$ cat config.mk
export PLATFORM = sky130hd
export DESIGN_NAME = egt_top
export DESIGN_NICKNAME = d
export VERILOG_FILES = /design/src/design/egt_pkg.sv /design/src/design/egt_divider.sv /design/src/design/egt_sync.sv /design/src/design/egt_top.sv
export SDC_FILE = /design/constraint.sdc
export NUM_CORES = 1
export LEC_CHECK = 0
export ABC_CLOCK_PERIOD_IN_PS = 5800
export BUFFER_PORTS_ARGS = -buffer_cell sky130_fd_sc_hd__buf_2
export CAP_MARGIN = 20
export CORE_UTILIZATION = 44
export DETAILED_ROUTE_END_ITERATION = 8
export GPL_TIMING_DRIVEN = 0
export MAX_ROUTING_LAYER = met4
export SLEW_MARGIN = 20
export SYNTH_ARGS = -nofsm -noshare
export SYNTH_HDL_FRONTEND = slang
export SYNTH_SLANG_ARGS = --single-unit
$ cat constraint.sdc
create_clock -name sys_clk_in -period 5.8 [get_ports sys_clk_in]
set_input_delay 1.74 -clock sys_clk_in [delete_from_list [all_inputs] [get_ports sys_clk_in]]
set_output_delay 1.74 -clock sys_clk_in [all_outputs]
set_load 0.05 [all_outputs]
$ cat src/design/egt_pkg.sv
// Shared constants, register layouts and state types of the enhanced guard timer.
package egt_pkg;

	// ************************************************************
	// Timing figures
	// ************************************************************
	// Rate of the dedicated guard oscillator and of the system clock.
	localparam int unsigned OSC_FREQ_HZ = 128000;
	localparam int unsigned SYS_CLK_HZ = 125000000;
	// Width of the change window, in system clock cycles.
	localparam logic [2:0] CHG_WINDOW_CYCLES = 3'h4;
	// Shortest timeout, in guard clock cycles, selected by prescaler code zero.
	localparam logic [21:0] TMO_BASE_CYCLES = 22'h000800;
	// Highest legal prescaler code; larger codes saturate here.
	localparam logic [3:0] TMO_CODE_MAX = 4'h9;
	// Prescaler code and figure of the half-second timeout.
	localparam logic [3:0] TMO_CODE_64K = 4'h5;
	localparam logic [21:0] TMO_64K_CYCLES = 22'h010000;

	// ************************************************************
	// Register layouts, most significant field first
	// ************************************************************
	// Guard control register.
	typedef struct packed {
		logic dflag;
		logic ie;
		logic wdp_hi;
		logic chg;
		logic re;
		logic [2:0] wdp_lo;
	} egt_ctrl_reg_s;

	// Odd divider register.
	typedef struct packed {
		logic [1:0] rsvd;
		logic ew_clr_mode;
		logic div_hi;
		logic ew_flag;
		logic ew_en;
		logic [1:0] div_lo;
	} egt_div_reg_s;

	// Write strobes travel with their data.
	typedef struct packed {
		logic wr;
		egt_ctrl_reg_s data;
	} egt_ctrl_wr_s;

	typedef struct packed {
		logic wr;
		egt_div_reg_s data;
	} egt_div_wr_s;

	// Reset values of the two registers.
	localparam egt_ctrl_reg_s CTRL_RST = 8'h00;
	localparam egt_div_reg_s DIV_RST = 8'h00;

	// ************************************************************
	// State of each module
	// ************************************************************
	typedef struct packed {
		logic stage1;
		logic stage2;
	} egt_sync_s;

	typedef struct packed {
		logic [2:0] cnt;
		logic tick;
	} egt_div_s;

	typedef struct packed {
		logic osc_prev;
		logic ie;
		logic re;
		logic chg;
		logic [2:0] win;
		logic [3:0] timeout_prescaler_field;
		logic [2:0] div_code;
		logic ew_en;
		logic ew_flag;
		logic ew_clr_mode;
		logic dflag;
		logic half;
		logic [21:0] count;
		logic rst;
	} egt_state_s;

	localparam egt_state_s STATE_RST = '0;

	// Odd division factor for a divider code; reserved codes divide by one.
	function automatic logic [2:0] egt_div_factor(input logic [2:0] code);
		logic [2:0] f;
		f = 3'h1;
		unique case (code)
			3'h1: f = 3'h3;
			3'h2: f = 3'h5;
			3'h3: f = 3'h7;
			default: f = 3'h1;
		endcase
		return f;
	endfunction

endpackage

$ cat src/design/egt_divider.sv
// Odd clock divider acting on oscillator ticks ahead of the prescaler.
`timescale 1ns/1ps
module egt_divider
	import egt_pkg::*;
(
	// Clock, reset and enable.
	input wire logic sys_clk_in,
	input wire logic reset_n_in,
	input wire logic ce_in,
	// Oscillator ticks in, divider code, guard clock ticks out.
	input wire logic tick_in,
	input wire logic [2:0] code_in,
	output logic tick_out
);

	egt_div_s st;
	egt_div_s next_st;
	logic [2:0] factor;
	logic [2:0] cnt_inc;

	assign factor = egt_div_factor(code_in);
	assign cnt_inc = 3'(st.cnt + 3'h1);

	// Every factor-th oscillator tick becomes one guard tick.
	always_comb begin
		next_st = st;
		if (ce_in) begin
			next_st.tick = 1'b0;
			if (tick_in) begin
				if (cnt_inc >= factor) begin
					next_st.cnt = 3'h0;
					next_st.tick = 1'b1;
				end else begin
					next_st.cnt = cnt_inc;
				end
			end
		end
	end

	// State register.
	always_ff @(posedge sys_clk_in or negedge reset_n_in) begin
		if (!reset_n_in) begin
			st <= '0;
		end else begin
			st <= next_st;
		end
	end

	assign tick_out = st.tick;

	// A guard tick only ever follows an oscillator tick.
	chk_div_tick: assert property (@(posedge sys_clk_in) disable iff (!reset_n_in)
		$rose(st.tick) |-> $past(tick_in))
		else $error("Divider ticked without an oscillator tick.");

endmodule

$ cat src/design/egt_sync.sv
// Two-stage synchroniser for a level arriving from outside the clock domain.
`timescale 1ns/1ps
module egt_sync
	import egt_pkg::*;
(
	// Clock, reset and enable.
	input wire logic sys_clk_in,
	input wire logic reset_n_in,
	input wire logic ce_in,
	// Asynchronous level and its synchronised copy.
	input wire logic async_in,
	output logic sync_out
);

	egt_sync_s st;
	egt_sync_s next_st;

	// The first stage feeds only the second, to let metastability settle.
	always_comb begin
		next_st = st;
		if (ce_in) begin
			next_st.stage1 = async_in;
			next_st.stage2 = st.stage1;
		end
	end

	// State register.
	always_ff @(posedge sys_clk_in or negedge reset_n_in) begin
		if (!reset_n_in) begin
			st <= '0;
		end else begin
			st <= next_st;
		end
	end

	assign sync_out = st.stage2;

endmodule

$ cat src/design/egt_top.sv
// Enhanced guard timer: counter, modes, timed change window and register ports.
// What this block does
// - Counter advances on ticks of a separate 128 kHz oscillator, not system clock.
// - With early warning enabled, first timeout sets the early warning flag.
// - At twice the timeout, raise interrupt or system reset per mode.
// - Interrupt-only mode flags an interrupt at double expiry, usable as wake.
// - Reset-only mode issues a system reset at double expiry.
// - Combined mode interrupts first, then later double expiry resets.
// - Always-on fuse forces reset enable high and interrupt enable low.
// - Reset-enable clear or prescaler change accepted only inside the window.
// - Prescaler divides by powers of two only.
// - Odd divider by 3, 5 or 7 acts before the prescaler.
// - Divider loads only inside the window; reset enable ends set.
// - A guard-caused reset leaves the guard enabled afterwards.
// - Prescaler code 0101 selects 64K guard cycles, about half a second.
// - Change enable self-clears four clock cycles after being set.
// - While the reset flag is set, reset enable stays forced to one.
// - Double expiry flag clears on vector execution or written one.
// - In combined mode, the vector clears interrupt enable and the flag.
`timescale 1ns/1ps
module egt_top
	import egt_pkg::*;
#(
	parameter logic [21:0] TMO_BASE = TMO_BASE_CYCLES
) (
	// Clock, reset and enable.
	input wire logic sys_clk_in,
	input wire logic reset_n_in,
	input wire logic ce_in,
	// Dedicated oscillator, asynchronous to the system clock.
	input wire logic osc_128k_in,
	// Core events.
	input wire logic restart_in,
	input wire logic vector_ack_in,
	// Register writes and readback.
	input wire egt_ctrl_wr_s ctrl_write_in,
	input wire egt_div_wr_s div_write_in,
	output egt_ctrl_reg_s ctrl_rdata_out,
	output egt_div_reg_s div_rdata_out,
	// Reset cause and fuse levels.
	input wire logic guard_reset_flag_in,
	input wire logic guard_always_on_fuse_in,
	// Interrupt request and system reset.
	output logic irq_out,
	output logic sys_reset_out
);

	// ************************************************************
	// Oscillator tick path
	// ************************************************************
	egt_state_s st;
	egt_state_s next_st;
	logic osc_sync;
	logic osc_rise;
	logic wd_tick;

	egt_sync u_osc_sync (
		.sys_clk_in(sys_clk_in),
		.reset_n_in(reset_n_in),
		.ce_in(ce_in),
		.async_in(osc_128k_in),
		.sync_out(osc_sync)
	);

	// Only the synchronised copy is edge-detected.
	assign osc_rise = osc_sync & ~st.osc_prev;

	egt_divider u_divider (
		.sys_clk_in(sys_clk_in),
		.reset_n_in(reset_n_in),
		.ce_in(ce_in),
		.tick_in(osc_rise),
		.code_in(st.div_code),
		.tick_out(wd_tick)
	);

	// ************************************************************
	// Mode decode and expiry detection
	// ************************************************************
	logic fuse;
	logic ie_eff;
	logic re_eff;
	logic active;
	logic [3:0] wdp_sat;
	logic [21:0] tmo;
	logic [21:0] tmo2;
	logic [21:0] count_inc;
	logic first_hit;
	logic second_hit;
	logic open_req;
	logic update_req;
	logic dflag_set;
	logic dflag_clr;
	logic ew_set;
	logic ew_clr;
	logic reset_fire;

	assign fuse = guard_always_on_fuse_in;
	// The fuse locks the mode bits whatever software wrote.
	assign ie_eff = st.ie & ~fuse;
	assign re_eff = st.re | fuse | guard_reset_flag_in;
	assign active = ie_eff | re_eff;

	// Power-of-two prescaler; reserved codes saturate at the longest timeout.
	assign wdp_sat = (st.timeout_prescaler_field > TMO_CODE_MAX) ? TMO_CODE_MAX : st.timeout_prescaler_field;
	assign tmo = TMO_BASE << wdp_sat;
	assign tmo2 = {tmo[20:0], 1'b0};
	assign count_inc = 22'(st.count + 22'h1);

	// A restart in the same cycle beats any expiry.
	assign first_hit = wd_tick & active & ~restart_in & ~st.half & (count_inc >= tmo);
	assign second_hit = wd_tick & active & ~restart_in & (count_inc >= tmo2);

	// Timed sequence decode.
	assign open_req = ctrl_write_in.wr & ctrl_write_in.data.chg & ctrl_write_in.data.re;
	assign update_req = ctrl_write_in.wr & st.chg & ~ctrl_write_in.data.chg;

	// Double expiry outcome per mode: a pending interrupt in combined mode means reset.
	assign dflag_set = second_hit & ie_eff & ~(re_eff & st.dflag);
	assign reset_fire = second_hit & re_eff & (~ie_eff | st.dflag);
	assign dflag_clr = (ctrl_write_in.wr & ctrl_write_in.data.dflag) | vector_ack_in;
	assign ew_set = first_hit & st.ew_en;
	assign ew_clr = (div_write_in.wr & div_write_in.data.ew_flag)
		| (vector_ack_in & ~st.ew_clr_mode);

	// ************************************************************
	// Next-state logic
	// ************************************************************
	// All state freezes while the clock enable is low.
	always_comb begin
		next_st = st;
		if (ce_in) begin
			next_st.osc_prev = osc_sync;
			next_st.rst = reset_fire;
			// The window counts down and closes itself.
			if (st.chg) begin
				if (st.win == 3'h1) begin
					next_st.chg = 1'b0;
					next_st.win = 3'h0;
				end else begin
					next_st.win = 3'(st.win - 3'h1);
				end
			end
			// Control writes: setting reset enable is always allowed, clearing is not.
			if (ctrl_write_in.wr) begin
				next_st.ie = ctrl_write_in.data.ie;
				if (ctrl_write_in.data.re) begin
					next_st.re = 1'b1;
				end
				if (update_req) begin
					next_st.re = ctrl_write_in.data.re;
					next_st.timeout_prescaler_field = {ctrl_write_in.data.wdp_hi, ctrl_write_in.data.wdp_lo};
				end
				if (open_req) begin
					next_st.chg = 1'b1;
					next_st.win = CHG_WINDOW_CYCLES;
				end
			end
			// Divider writes: the code is protected, the early warning bits are not.
			if (div_write_in.wr) begin
				next_st.ew_en = div_write_in.data.ew_en;
				next_st.ew_clr_mode = div_write_in.data.ew_clr_mode;
				if (st.chg) begin
					next_st.div_code = {div_write_in.data.div_hi, div_write_in.data.div_lo};
					next_st.re = 1'b1;
				end
			end
			// The vector leaves combined mode for reset-only mode.
			if (vector_ack_in & ie_eff & re_eff) begin
				next_st.ie = 1'b0;
			end
			// Fuse and reset flag override whatever was written.
			if (fuse) begin
				next_st.ie = 1'b0;
			end
			if (fuse | guard_reset_flag_in) begin
				next_st.re = 1'b1;
			end
			// Counter: restart or a stopped guard holds it at zero.
			if (restart_in | ~active) begin
				next_st.count = 22'h0;
				next_st.half = 1'b0;
			end else if (wd_tick) begin
				if (second_hit) begin
					next_st.count = 22'h0;
					next_st.half = 1'b0;
				end else begin
					next_st.count = count_inc;
					if (first_hit) begin
						next_st.half = 1'b1;
					end
				end
			end
			// Hardware sets win over software or vector clears.
			next_st.dflag = dflag_set | (st.dflag & ~dflag_clr);
			next_st.ew_flag = ew_set | (st.ew_flag & ~ew_clr);
		end
	end

	// ************************************************************
	// State register
	// ************************************************************
	always_ff @(posedge sys_clk_in or negedge reset_n_in) begin
		if (!reset_n_in) begin
			st <= STATE_RST;
		end else begin
			st <= next_st;
		end
	end

	// ************************************************************
	// Outputs
	// ************************************************************
	// Readback comes straight from the flops; reserved bits read zero.
	always_comb begin
		ctrl_rdata_out = CTRL_RST;
		ctrl_rdata_out.dflag = st.dflag;
		ctrl_rdata_out.ie = st.ie;
		ctrl_rdata_out.wdp_hi = st.timeout_prescaler_field[3];
		ctrl_rdata_out.chg = st.chg;
		ctrl_rdata_out.re = st.re;
		ctrl_rdata_out.wdp_lo = st.timeout_prescaler_field[2:0];
		div_rdata_out = DIV_RST;
		div_rdata_out.ew_clr_mode = st.ew_clr_mode;
		div_rdata_out.div_hi = st.div_code[2];
		div_rdata_out.ew_flag = st.ew_flag;
		div_rdata_out.ew_en = st.ew_en;
		div_rdata_out.div_lo = st.div_code[1:0];
	end

	// The request stays up while a flag is pending, so it also serves as wake-up.
	assign irq_out = (st.dflag & ie_eff) | (st.ew_flag & st.ew_en);
	assign sys_reset_out = st.rst;

	// ************************************************************
	// Checks
	// ************************************************************
	// Four idle cycles after an open must leave the window shut again.
	chk_window_self_close: assert property (@(posedge sys_clk_in)
		disable iff (!reset_n_in)
		(ce_in && open_req) ##1 (ce_in && !ctrl_write_in.wr)[*4] |=> !st.chg)
		else $error("Change window did not close after four cycles.");

	// Runaway code writing a zero must not stop a running guard.
	chk_reenable_guarded: assert property (@(posedge sys_clk_in)
		disable iff (!reset_n_in)
		(ce_in && ctrl_write_in.wr && !st.chg && st.re && !ctrl_write_in.data.re)
		|=> st.re)
		else $error("Reset enable cleared outside the change window.");

	// A shorter timeout slipped in outside the window could fire unexpectedly.
	chk_prescaler_guarded: assert property (@(posedge sys_clk_in)
		disable iff (!reset_n_in)
		(ce_in && !st.chg) |=> st.timeout_prescaler_field == $past(st.timeout_prescaler_field))
		else $error("Prescaler changed outside the change window.");

	// The flag keeps repeated resets coming until software has seen it.
	chk_flag_forces_re: assert property (@(posedge sys_clk_in)
		disable iff (!reset_n_in)
		(ce_in && guard_reset_flag_in) |=> st.re)
		else $error("Reset flag did not force reset enable.");

	// With the fuse programmed nothing but a reset may follow a double expiry.
	chk_fuse_resets: assert property (@(posedge sys_clk_in)
		disable iff (!reset_n_in)
		(ce_in && fuse && second_hit) |=> sys_reset_out && !st.ie)
		else $error("Fused guard did not reset at double expiry.");

	// The warning must not restart the count, or the reset would never come.
	chk_early_warning: assert property (@(posedge sys_clk_in)
		disable iff (!reset_n_in)
		(ce_in && first_hit && st.ew_en) |=> st.ew_flag && st.half)
		else $error("Early warning not raised at first expiry.");

	// Interrupt-only mode may wake the core but never reset it.
	chk_int_only_mode: assert property (@(posedge sys_clk_in)
		disable iff (!reset_n_in)
		(ce_in && second_hit && ie_eff && !re_eff) |=> st.dflag && irq_out && !sys_reset_out)
		else $error("Interrupt-only mode misbehaved at double expiry.");

	// The reset request is a single-cycle pulse from a flop.
	chk_reset_pulse: assert property (@(posedge sys_clk_in)
		disable iff (!reset_n_in)
		(ce_in && second_hit && re_eff && !ie_eff) |=> sys_reset_out ##1 !sys_reset_out)
		else $error("Reset-only mode did not give a one-cycle reset.");

	// Serving the vector hands the guard back to plain reset mode.
	chk_combined_vector: assert property (@(posedge sys_clk_in)
		disable iff (!reset_n_in)
		(ce_in && vector_ack_in && ie_eff && re_eff && !second_hit) |=> !st.ie && !st.dflag)
		else $error("Combined mode vector did not return to reset-only mode.");

	// A restart in the expiry cycle must win over the reset.
	chk_restart_zero: assert property (@(posedge sys_clk_in)
		disable iff (!reset_n_in)
		(ce_in && restart_in) |=> st.count == 22'h0 && !sys_reset_out)
		else $error("Restart did not zero the counter.");

	// Code five scales the base by the 64K ratio, so the default base gives 64K cycles.
	chk_half_second: assert property (@(posedge sys_clk_in)
		disable iff (!reset_n_in)
		(st.timeout_prescaler_field == TMO_CODE_64K) |-> tmo == 22'(TMO_BASE * (TMO_64K_CYCLES / TMO_BASE_CYCLES)))
		else $error("Prescaler code five does not select 64K cycles.");

endmodule

# Word level (Yosys, flattened, before mapping)
# Index checks and enable logic that the tools add are counted.
[word_totals] ff_bits=48 memories=0 rom_bits=0 in_bits=26 latch_bits=0 ramBits=0 output_inout_bits=18
[op_classes] order_cmp=4 eq_ne=4 add_sub_neg=3 shifts=1 mul=0 bitwise=48 n_reduce_logical=10 div_mod_pow=0 mux=22
[op_table] op="$mux W23" n=3
[op_table] op="$ge A22 B22 Y1" n=2
[op_table] op="$and A1 B1 Y1" n=26
[op_table] op="$add A22 B1 Y22 const B" n=1
[op_table] op="$shl A12 B4 Y22 const A" n=1
[op_table] op="$mux W4" n=4
[op_table] op="$mux W1" n=11
[op_table] op="$not A1 Y1" n=11
[op_table] op="$or A1 B1 Y1" n=11
[op_table] op="$mux W10" n=1
[op_table] op="$pmux W3 S3" n=1
[op_table] op="$reduce_and A3 Y1" n=3
[op_table] op="$reduce_and A2 Y1" n=4
[op_table] op="$eq A3 B1 Y1 const B" n=2
[op_table] op="$eq A3 B2 Y1 const B" n=2
[op_table] op="$mux W3" n=2
[op_table] op="$reduce_bool A3 Y1" n=2
[op_table] op="$gt A4 B4 Y1 const B" n=1
[op_table] op="$add A3 B1 Y3 const B" n=1
[op_table] op="$ge A3 B3 Y1" n=1
[op_table] op="$sub A3 B1 Y3 const B" n=1
[op_table] op="$reduce_bool A2 Y1" n=1

# Logic depth before layout (Yosys ltp)
# Gate-level depths: netlist of run 1.
[logic_depth] word_depth=11 mapped_depth=13 mapped_depth_nobuf=12

# By module
# From an unflattened synthesis of run 1, not the netlist that was laid out.
[unflattened] hier_cells=358 hier_area_um2=3293.2
[by_module_without_submodules] mod="egt_top" seq_area_each_um2=1051.0 cells_per_inst=325 area_each_um2=2941.6 instances=1
[by_module_without_submodules] mod="egt_divider" seq_area_each_um2=100.1 cells_per_inst=29 area_each_um2=279.0 instances=1
[by_module_without_submodules] mod="egt_sync" seq_area_each_um2=50.0 cells_per_inst=4 area_each_um2=72.6 instances=1

# Worst setup path before layout of run 1
# OpenSTA, ideal clock, no wires.
[synth_path] kind="input to output" start="in guard_always_on_fuse_in" end="out irq_out" slack_ns=1.766 t_arrival_ns=2.294 cell_stages=2 n_path_buf=0 path_cell_list="nor2_1 -> a22o_1"
[synth_via] elab_chain_cells=4
[synth_rtl] item="start: declaration" line_no="egt_top.sv:42" text="input wire logic guard_always_on_fuse_in,"
[synth_rtl] item="$not A1 Y1" line_no="egt_top.sv:100" text="assign ie_eff = st.ie & ~fuse;"
[synth_rtl] item="$and A1 B1 Y1" line_no="egt_top.sv:100"
[synth_rtl] item="$and A1 B1 Y1" line_no="egt_top.sv:232" text="assign irq_out = (st.dflag & ie_eff) | (st.ew_flag & st.ew_en);"
[synth_rtl] item="$or A1 B1 Y1" line_no="egt_top.sv:232"
[synth_rtl] item="end: declaration" line_no="egt_top.sv:44" text="output logic irq_out,"
# Every way passes these cells.

# Worst setup path after layout of run 1
[layout_path] start="reg st[1] in the netlist's numbering" end="reg st[8] in the netlist's numbering"
[layout_via] elab_chain_cells=6
[layout_rtl] item="start: declaration" line_no="egt_top.sv:51" text="egt_state_s st;"
[layout_rtl] item="start signal: assignment" line_no="egt_top.sv:207" text="st <= next_st;"
[layout_rtl] item="$add A22 B1 Y22 (*)" line_no="egt_top.sv:108" text="assign count_inc = 22'(st.count + 22'h1);"
[layout_rtl] item="$ge A22 B22 Y1" line_no="egt_top.sv:112" text="assign second_hit = wd_tick & active & ~restart_in & (count_inc >= tmo2);"
[layout_rtl] item="$and A1 B1 Y1" line_no="egt_top.sv:112"
[layout_rtl] item="$mux W23 (*)" line_no="egt_top.sv:184" text="if (second_hit) begin"
[layout_rtl] item="$mux W23 (*)" line_no="egt_top.sv:183" text="end else if (wd_tick) begin"
[layout_rtl] item="$mux W23 (*)" line_no="egt_top.sv:180" text="if (restart_in | ~active) begin"
# Mark *: on every way between the ends. The rest lies on a longest branch, timed or not. The select of a mux whose other input is x is not followed.
# A chain may end at the register's enable or synchronous reset.

==> summary.txt, run 1 <==
commonest cells after routing, fill and taps aside -> 48 x dfrtp_1, 46 x nand2_1, 38 x buf_2
total CTS buffers -> 5
pre-CTS setup slack -> 1510 ps
most common cell after layout, fill and taps aside -> dfrtp_1
Highest Signal Layer -> met4
unrepaired setup endpoints after global routing -> false
GR Overflow Total -> 0
DR vias -> 2,795
Setup crit end kind -> register
Die ar. -> 7820 µm²
Core Footprint -> 7250 µm²
hold_sp -> u_divider.st[2]
Vias/cell -> 5.47
initial antenna violation count -> 0
GR Util All Layers -> 22.0%
final WL -> 7.60 mm
Final Instance Area -> 3770 µm²
Critical Path RT -> 6000 ps
Total Nets Final -> 462
Reg clk slew, reported paths -> 90 ps
Synth Register Bits -> 48
die span in y -> 88.4 µm
Leak -> 0.00177 µW
Post-Synth Simple-Gate Area -> 23.4%
Rel. slew slack -> 47.2%
CP Max Fanout -> 8
switch share -> 41.5%
first-pass GRT wire length -> 12.7 mm
Top delay family on crit path -> simple AND/OR/NAND/NOR gates
layout cells sized above 1 -> 20.6%
Most Frequent Cell on Critical Path -> ha_1
Clock Latency Late Sink -> 310 ps
Die W -> 88.4 µm
Fillers -> 691
main combinational cell family by area after synthesis -> simple AND/OR/NAND/NOR gates
Logic pwr share -> 46.2%
outcome -> completed
endpoint of the worst register-to-register path -> st[8]
Compound-Gate Fraction of Synth Area -> 16.9%
R2R cell count -> 12
xor/xnor share of the synthesized area -> 2.66%
Util after Layout -> 51.9%
P per Cell Area -> 411 nW/µm²
setup slack after layout -> 1440 ps
vias in the first global route -> 2,643
Critical Path AT -> 4560 ps
Final Hold Fails -> 0
CTS Sinks -> 48
max_cap viols -> 0
asr flop ratio synth -> 100%
DPL Wire Length -> 5.86 mm
met3 wire length -> 179 µm
clock power share -> 21.7%
Reg2Reg Launch Point -> st[1]
worst min-delay path class -> register to register
clock skew -> 8.22 ps
hold depth -> 2
pin count of the biggest net entering global routing -> 49
worst path buffer plus inverter count -> 0
dpl cell area -> 3610 µm²
area share of fa/ha/maj cells after synthesis -> 9.52%
critical path type -> register to register
number of distinct library cells after synthesis -> 57
Pre-antenna DRT Iters -> 4
Ys Warns -> 0
Min-Delay Endpoint -> u_divider.st[2]
min Tclk post-route -> 4360 ps
post-route ant nets -> 0
pins over their slew limit -> 0
crit-path cells -> ha_1, nand3_1, nor3_1, nand2_1, xnor2_1, ha_1, nand4_1, or4_1, and4_1, a211oi_2, o21ai_1, a22o_1
RePlAce Congestion -> 0.787
metal1 wirelength -> 3.68 mm
Sequential Power Share -> 32.1%
mean post-synth cell area -> 9.01 µm²
post-synthesis sequential area ratio -> 36.5%
synthesized area -> 3290 µm²
number of diodes -> 0
Layout area overhead -> 14.6%
Syn Inst Count -> 365
Least-Margin Pin Slew -> 785 ps
final period utilization -> 75.2%
Post-synth top flop -> dfrtp_1
post-cts sizing count -> 0
TritonCTS clock tree -> done
H-tree depth -> 2
CTS root buffer -> clkbuf_8
Max Root-Sink Buffers -> 2
TNS Setup -> 0 ps
f_max -> 0.229 GHz
Reg2Reg Setup Slack -> 1440 ps
Worst path max stage delay -> 670 ps
post-CTS setup buffer count -> 0
CP max stage cell -> nor3_1
met2 routed WL -> 3.66 mm
port buffer count -> 38
Post-synth EDFFs -> 0
Peak VDD IR -> 0.000198 V
multiplexer area fraction after synthesis -> 4.42%
cell-internal power -> 906 µW
Iteration-0 DRC Markers -> 183
Top Ports -> 44
switching power -> 642 µW
crit start category -> register
Initial Util -> 45.3%
Avg WL per Cell -> 14.9 µm
hold_buf cts -> 0
num rows -> 31
DR DRC count -> 0
endpoints failing setup -> 0
worst max-delay path by stage:
stage	cells after the start	slack, ps	to	startpoint
after floorplan	2	1770	irq_out	guard_always_on_fuse_in
after global placement	12	1530	st[8]	st[1]
after detailed placement	12	1510	st[8]	st[1]
after CTS	12	1480	st[8]	st[1]
after global routing	12	1160	st[8]	st[1]
final	12	1440	st[8]	st[1]
state kept, by name, summed over array words and instances, names as in the netlist:
register / cells
u_divider.st: 3
u_osc_sync.sync_out: 1
div_rdata_out: 6
ctrl_rdata_out: 8
sys_reset_out: 1
st: 27
u_osc_sync.st: 1
u_divider.tick_out: 1
metrics by stage:
| step | power [µW] | hold WS (ps) | std cells |
|---|---|---|---|
| floorplan | 1050 | 443 | 366 |
| CTS | 1560 | 481 | 511 |
| global placement | 1210 | 462 | 503 |
| detailed placement | 1230 | 461 | 503 |
| finish | 1550 | 477 | 511 |
| global route | 1660 | 512 | 511 |
kinds of logic after synthesis:
family,after synthesis
buffers and inverters,37
other,2
AO/OA/AOI/OAI,84
AND/OR/NAND/NOR,146
flip-flops,48
multiplexers,13
adder cells (fa/ha/maj),25
XOR/XNOR,10
synthesized netlist by cell type, types with 3 or more instances:
cell	count	share of area [%]
inv_1	15	1.7
xnor2_1	6	1.6
nand3_1	22	3.3
nor4_1	3	0.57
buf_4	16	3.7
nor2b_1	5	0.95
ha_1	25	9.5
a21o_1	4	0.91
mux2_2	12	4.1
nor3_1	10	1.5
nor2_1	18	2.1
or4_1	4	0.91
o22ai_1	3	0.57
xor2_1	4	1.1
dfrtp_1	48	37
o21ai_1	5	0.76
a22o_1	3	0.80
and4_1	3	0.80
a21oi_1	18	2.7
a211o_1	4	1.1
and3_1	6	1.1
nand4_1	7	1.3
a31oi_1	10	1.9
nand3b_1	4	0.91
nand2_1	46	5.3
nand2b_1	5	0.95
o21ai_0	15	2.3
clkbuf_1	4	0.46
layer usage:
metal	up-vias	track usage, %
li1	1425	-
met3	8	3.08
met1	1325	28.2
met5	-	-
met2	37	36.9
met4	0	4.84
power by group through the flow:
stage	Clock, µW	Sequential [µW]	Combinational, µW
after floorplan	0	485	568
after global placement	0	501	712
after detailed placement	0	503	722
after CTS	341	496	724
after global routing	356	510	795
final	336	497	715
layout make-up:
type | instances | area, µm² | area share (%)
multi-input cells | 281 | 1880 | 50.0
flip-flops and latches | 48 | 1200 | 31.9
repair buffers | 38 | 193 | 5.12
plain buffers | 22 | 151 | 4.02
well taps | 99 | 124 | 3.29
clock inverters | 3 | 90.1 | 2.39
clock buffers | 5 | 68.8 | 1.83
inverters | 15 | 56.3 | 1.50
tightest hold or removal path: cells and delay by family (launching register included):
| kind | cells | cell delay, ps |
|---|---|---|
| DFF | 1 | 350 |
| and+or+nand+nor | 2 | 100 |
No activity file was read; power rests on OpenSTA's default activity.
==> run 2, diff against run 1 <==
- ABC_AREA: not set -> 1
- ABC_CLOCK_PERIOD_IN_PS: 5800 -> 4200
- clock period: 5.8 -> 4.2 ns (I/O delays scaled with it)
==> run 2 against run 1 <==
  * Sequential power is 29% higher
  * Count of clock-buffer cells in the layout is 2 higher
  * First-iteration DRC count is 22% lower
  * Highest routed layer unchanged
  * Synthesized cell count is 17% higher
  * Die area is 2.0% higher
  * Clock power is 11% higher
  * Critical endpoint is now irq_out
  * Design area is 0.90% higher
  * Flip-flop and latch count stayed put
==> summary.txt, run 2 <==
min Tclk post-route -> 3290 ps
Min-Delay Endpoint -> u_osc_sync.st[1]
number of diodes -> 0
RePlAce Congestion -> 0.833
Syn Inst Count -> 428
synthesized area -> 3350 µm²
Reg clk slew, reported paths -> 90 ps
R2R cell count -> 20
total CTS buffers -> 5
Clock Latency Late Sink -> 310 ps
dominant cell by count in the synthesized netlist -> nand2_1
layout cells sized above 1 -> 20.6%
Critical Path RT -> 2940 ps
post-route ant nets -> 0
Critical Path AT -> 2030 ps
f_max -> 0.304 GHz
Layout area overhead -> 13.3%
Fillers -> 743
Reg2Reg Launch Point -> st[1]
Iteration-0 DRC Markers -> 142
most common cell after layout, fill and taps aside -> nand2_1
top post-synthesis cells by area -> dfrtp_1 36%, nand2_1 12%, ha_1 9.3%
mean post-synth cell area -> 7.83 µm²
hold slack -> 486 ps
TritonCTS clock tree -> done
number of distinct library cells after synthesis -> 42
Top Ports -> 44
commonest cells after routing, fill and taps aside -> 105 x nand2_1, 52 x inv_1, 48 x dfrtp_1
H-tree depth -> 2
max reg flops -> 27
vias in the first global route -> 2,694
num rows -> 31
endpoint of the worst register-to-register path -> st[5]
die span in y -> 89.3 µm
post-synthesis sequential area ratio -> 35.8%
hold_buf cts -> 0
Max Root-Sink Buffers -> 2
Pre-antenna DRT Iters -> 7
post-CTS setup buffer count -> 0
Biggest register -> st
pins over their slew limit -> 0
GR Util All Layers -> 21.1%
Least-Margin Pin Slew -> 1010 ps
Yosys top cell area share -> 35.8%
Avg WL per Cell -> 12.4 µm
pin count of the biggest net entering global routing -> 49
critical path type -> primary input to output pin
CTS Sinks -> 48
P per Cell Area -> 481 nW/µm²
DPL Wire Length -> 5.45 mm
hold_sp -> u_osc_sync.st[1]
Die W -> 89.3 µm
port buffer count -> 38
final period utilization -> 78.4%
Ys Warns -> 0
area leader, netlist -> dfrtp_1
Post-synth top flop -> dfrtp_1
Synth Register Bits -> 48
unrepaired setup endpoints after global routing -> false
clock skew -> 4.73 ps
final WL -> 7.10 mm
initial antenna violation count -> 0
outcome -> completed
Final Hold Fails -> 0
Post-synth EDFFs -> 0
Total Nets Final -> 525
Die ar. -> 7970 µm²
Setup crit end kind -> output pin
DR vias -> 2,863
worst min-delay path class -> register to register
first-pass GRT wire length -> 12.6 mm
endpoints failing setup -> 0
Peak VDD IR -> 0.000305 V
Reg2Reg Setup Slack -> 1230 ps
Power Total -> 1830 µW
GR Overflow Total -> 0
TNS Setup -> 0 ps
Util after Layout -> 52.1%
Core Footprint -> 7290 µm²
CTS root buffer -> clkbuf_8
Vias/cell -> 4.99
hold depth -> 2
Synth top cells by count -> 105 x nand2_1, 52 x inv_1, 48 x dfrtp_1
asr flop ratio synth -> 100%
Rel. slew slack -> 32.3%
Leak -> 0.00198 µW
crit start category -> primary input
Initial Util -> 46.0%
DR DRC count -> 0
CP Max Fanout -> 4
post-cts sizing count -> 0
max_cap viols -> 0
-- run 2: cell type report --
| type | instances | area (µm²) | share of cell area, % |
|---|---|---|---|
| multi-input combinational | 301 | 1750 | 46.1 |
| sequential | 48 | 1200 | 31.6 |
| inverter | 55 | 208 | 5.47 |
| buffer | 25 | 196 | 5.17 |
| timing repair buffer | 38 | 193 | 5.07 |
| tap | 99 | 124 | 3.26 |
| clock buffer | 7 | 96.3 | 2.54 |
| clock inverter | 1 | 30.0 | 0.790 |
-- run 2: report_power, final --
part | internal (µW) | switching [µW]
Sequential | 553 | 85.6
Clock | 210 | 163
Combinational | 282 | 533
-- run 2: cell families after synthesis --
group	after synthesis	synth area share [%]
mux	2	0.672
simple gates	197	26.3
flops	48	35.8
xor+xnor	18	4.70
buf+inv	80	12.1
compound gates	56	10.9
fa+ha+maj	25	9.33
other cells	2	0.224
-- run 2: critical path, stage by stage --
cell	delay (ps)
buf_2	110
nor2_1	230
a22o_1	170
buf_2	260
-- run 2: through the flow --
stage	setup slack, ps	std cells	area, µm²
after global placement	905	566	3670
after global routing	811	574	3800
final	908	574	3800
after floorplan	1040	429	3360
after detailed placement	928	566	3670
after CTS	917	574	3800
-- run 2: worst max path at each step --
stage | start | cells after the start | endpoint
after detailed placement | guard_always_on_fuse_in | 4 | irq_out
final | guard_always_on_fuse_in | 4 | irq_out
after global routing | guard_always_on_fuse_in | 4 | irq_out
after global placement | guard_always_on_fuse_in | 4 | irq_out
after CTS | guard_always_on_fuse_in | 4 | irq_out
after floorplan | guard_always_on_fuse_in | 2 | irq_out
-- run 2: layer usage --
metal	up-vias	wire length [µm]	track usage [%]
met4	0	89	5.63
met3	6	234	2.77
li1	1475	-	-
met1	1328	3460	28.3
met2	54	3310	33.7
met5	-	0	-
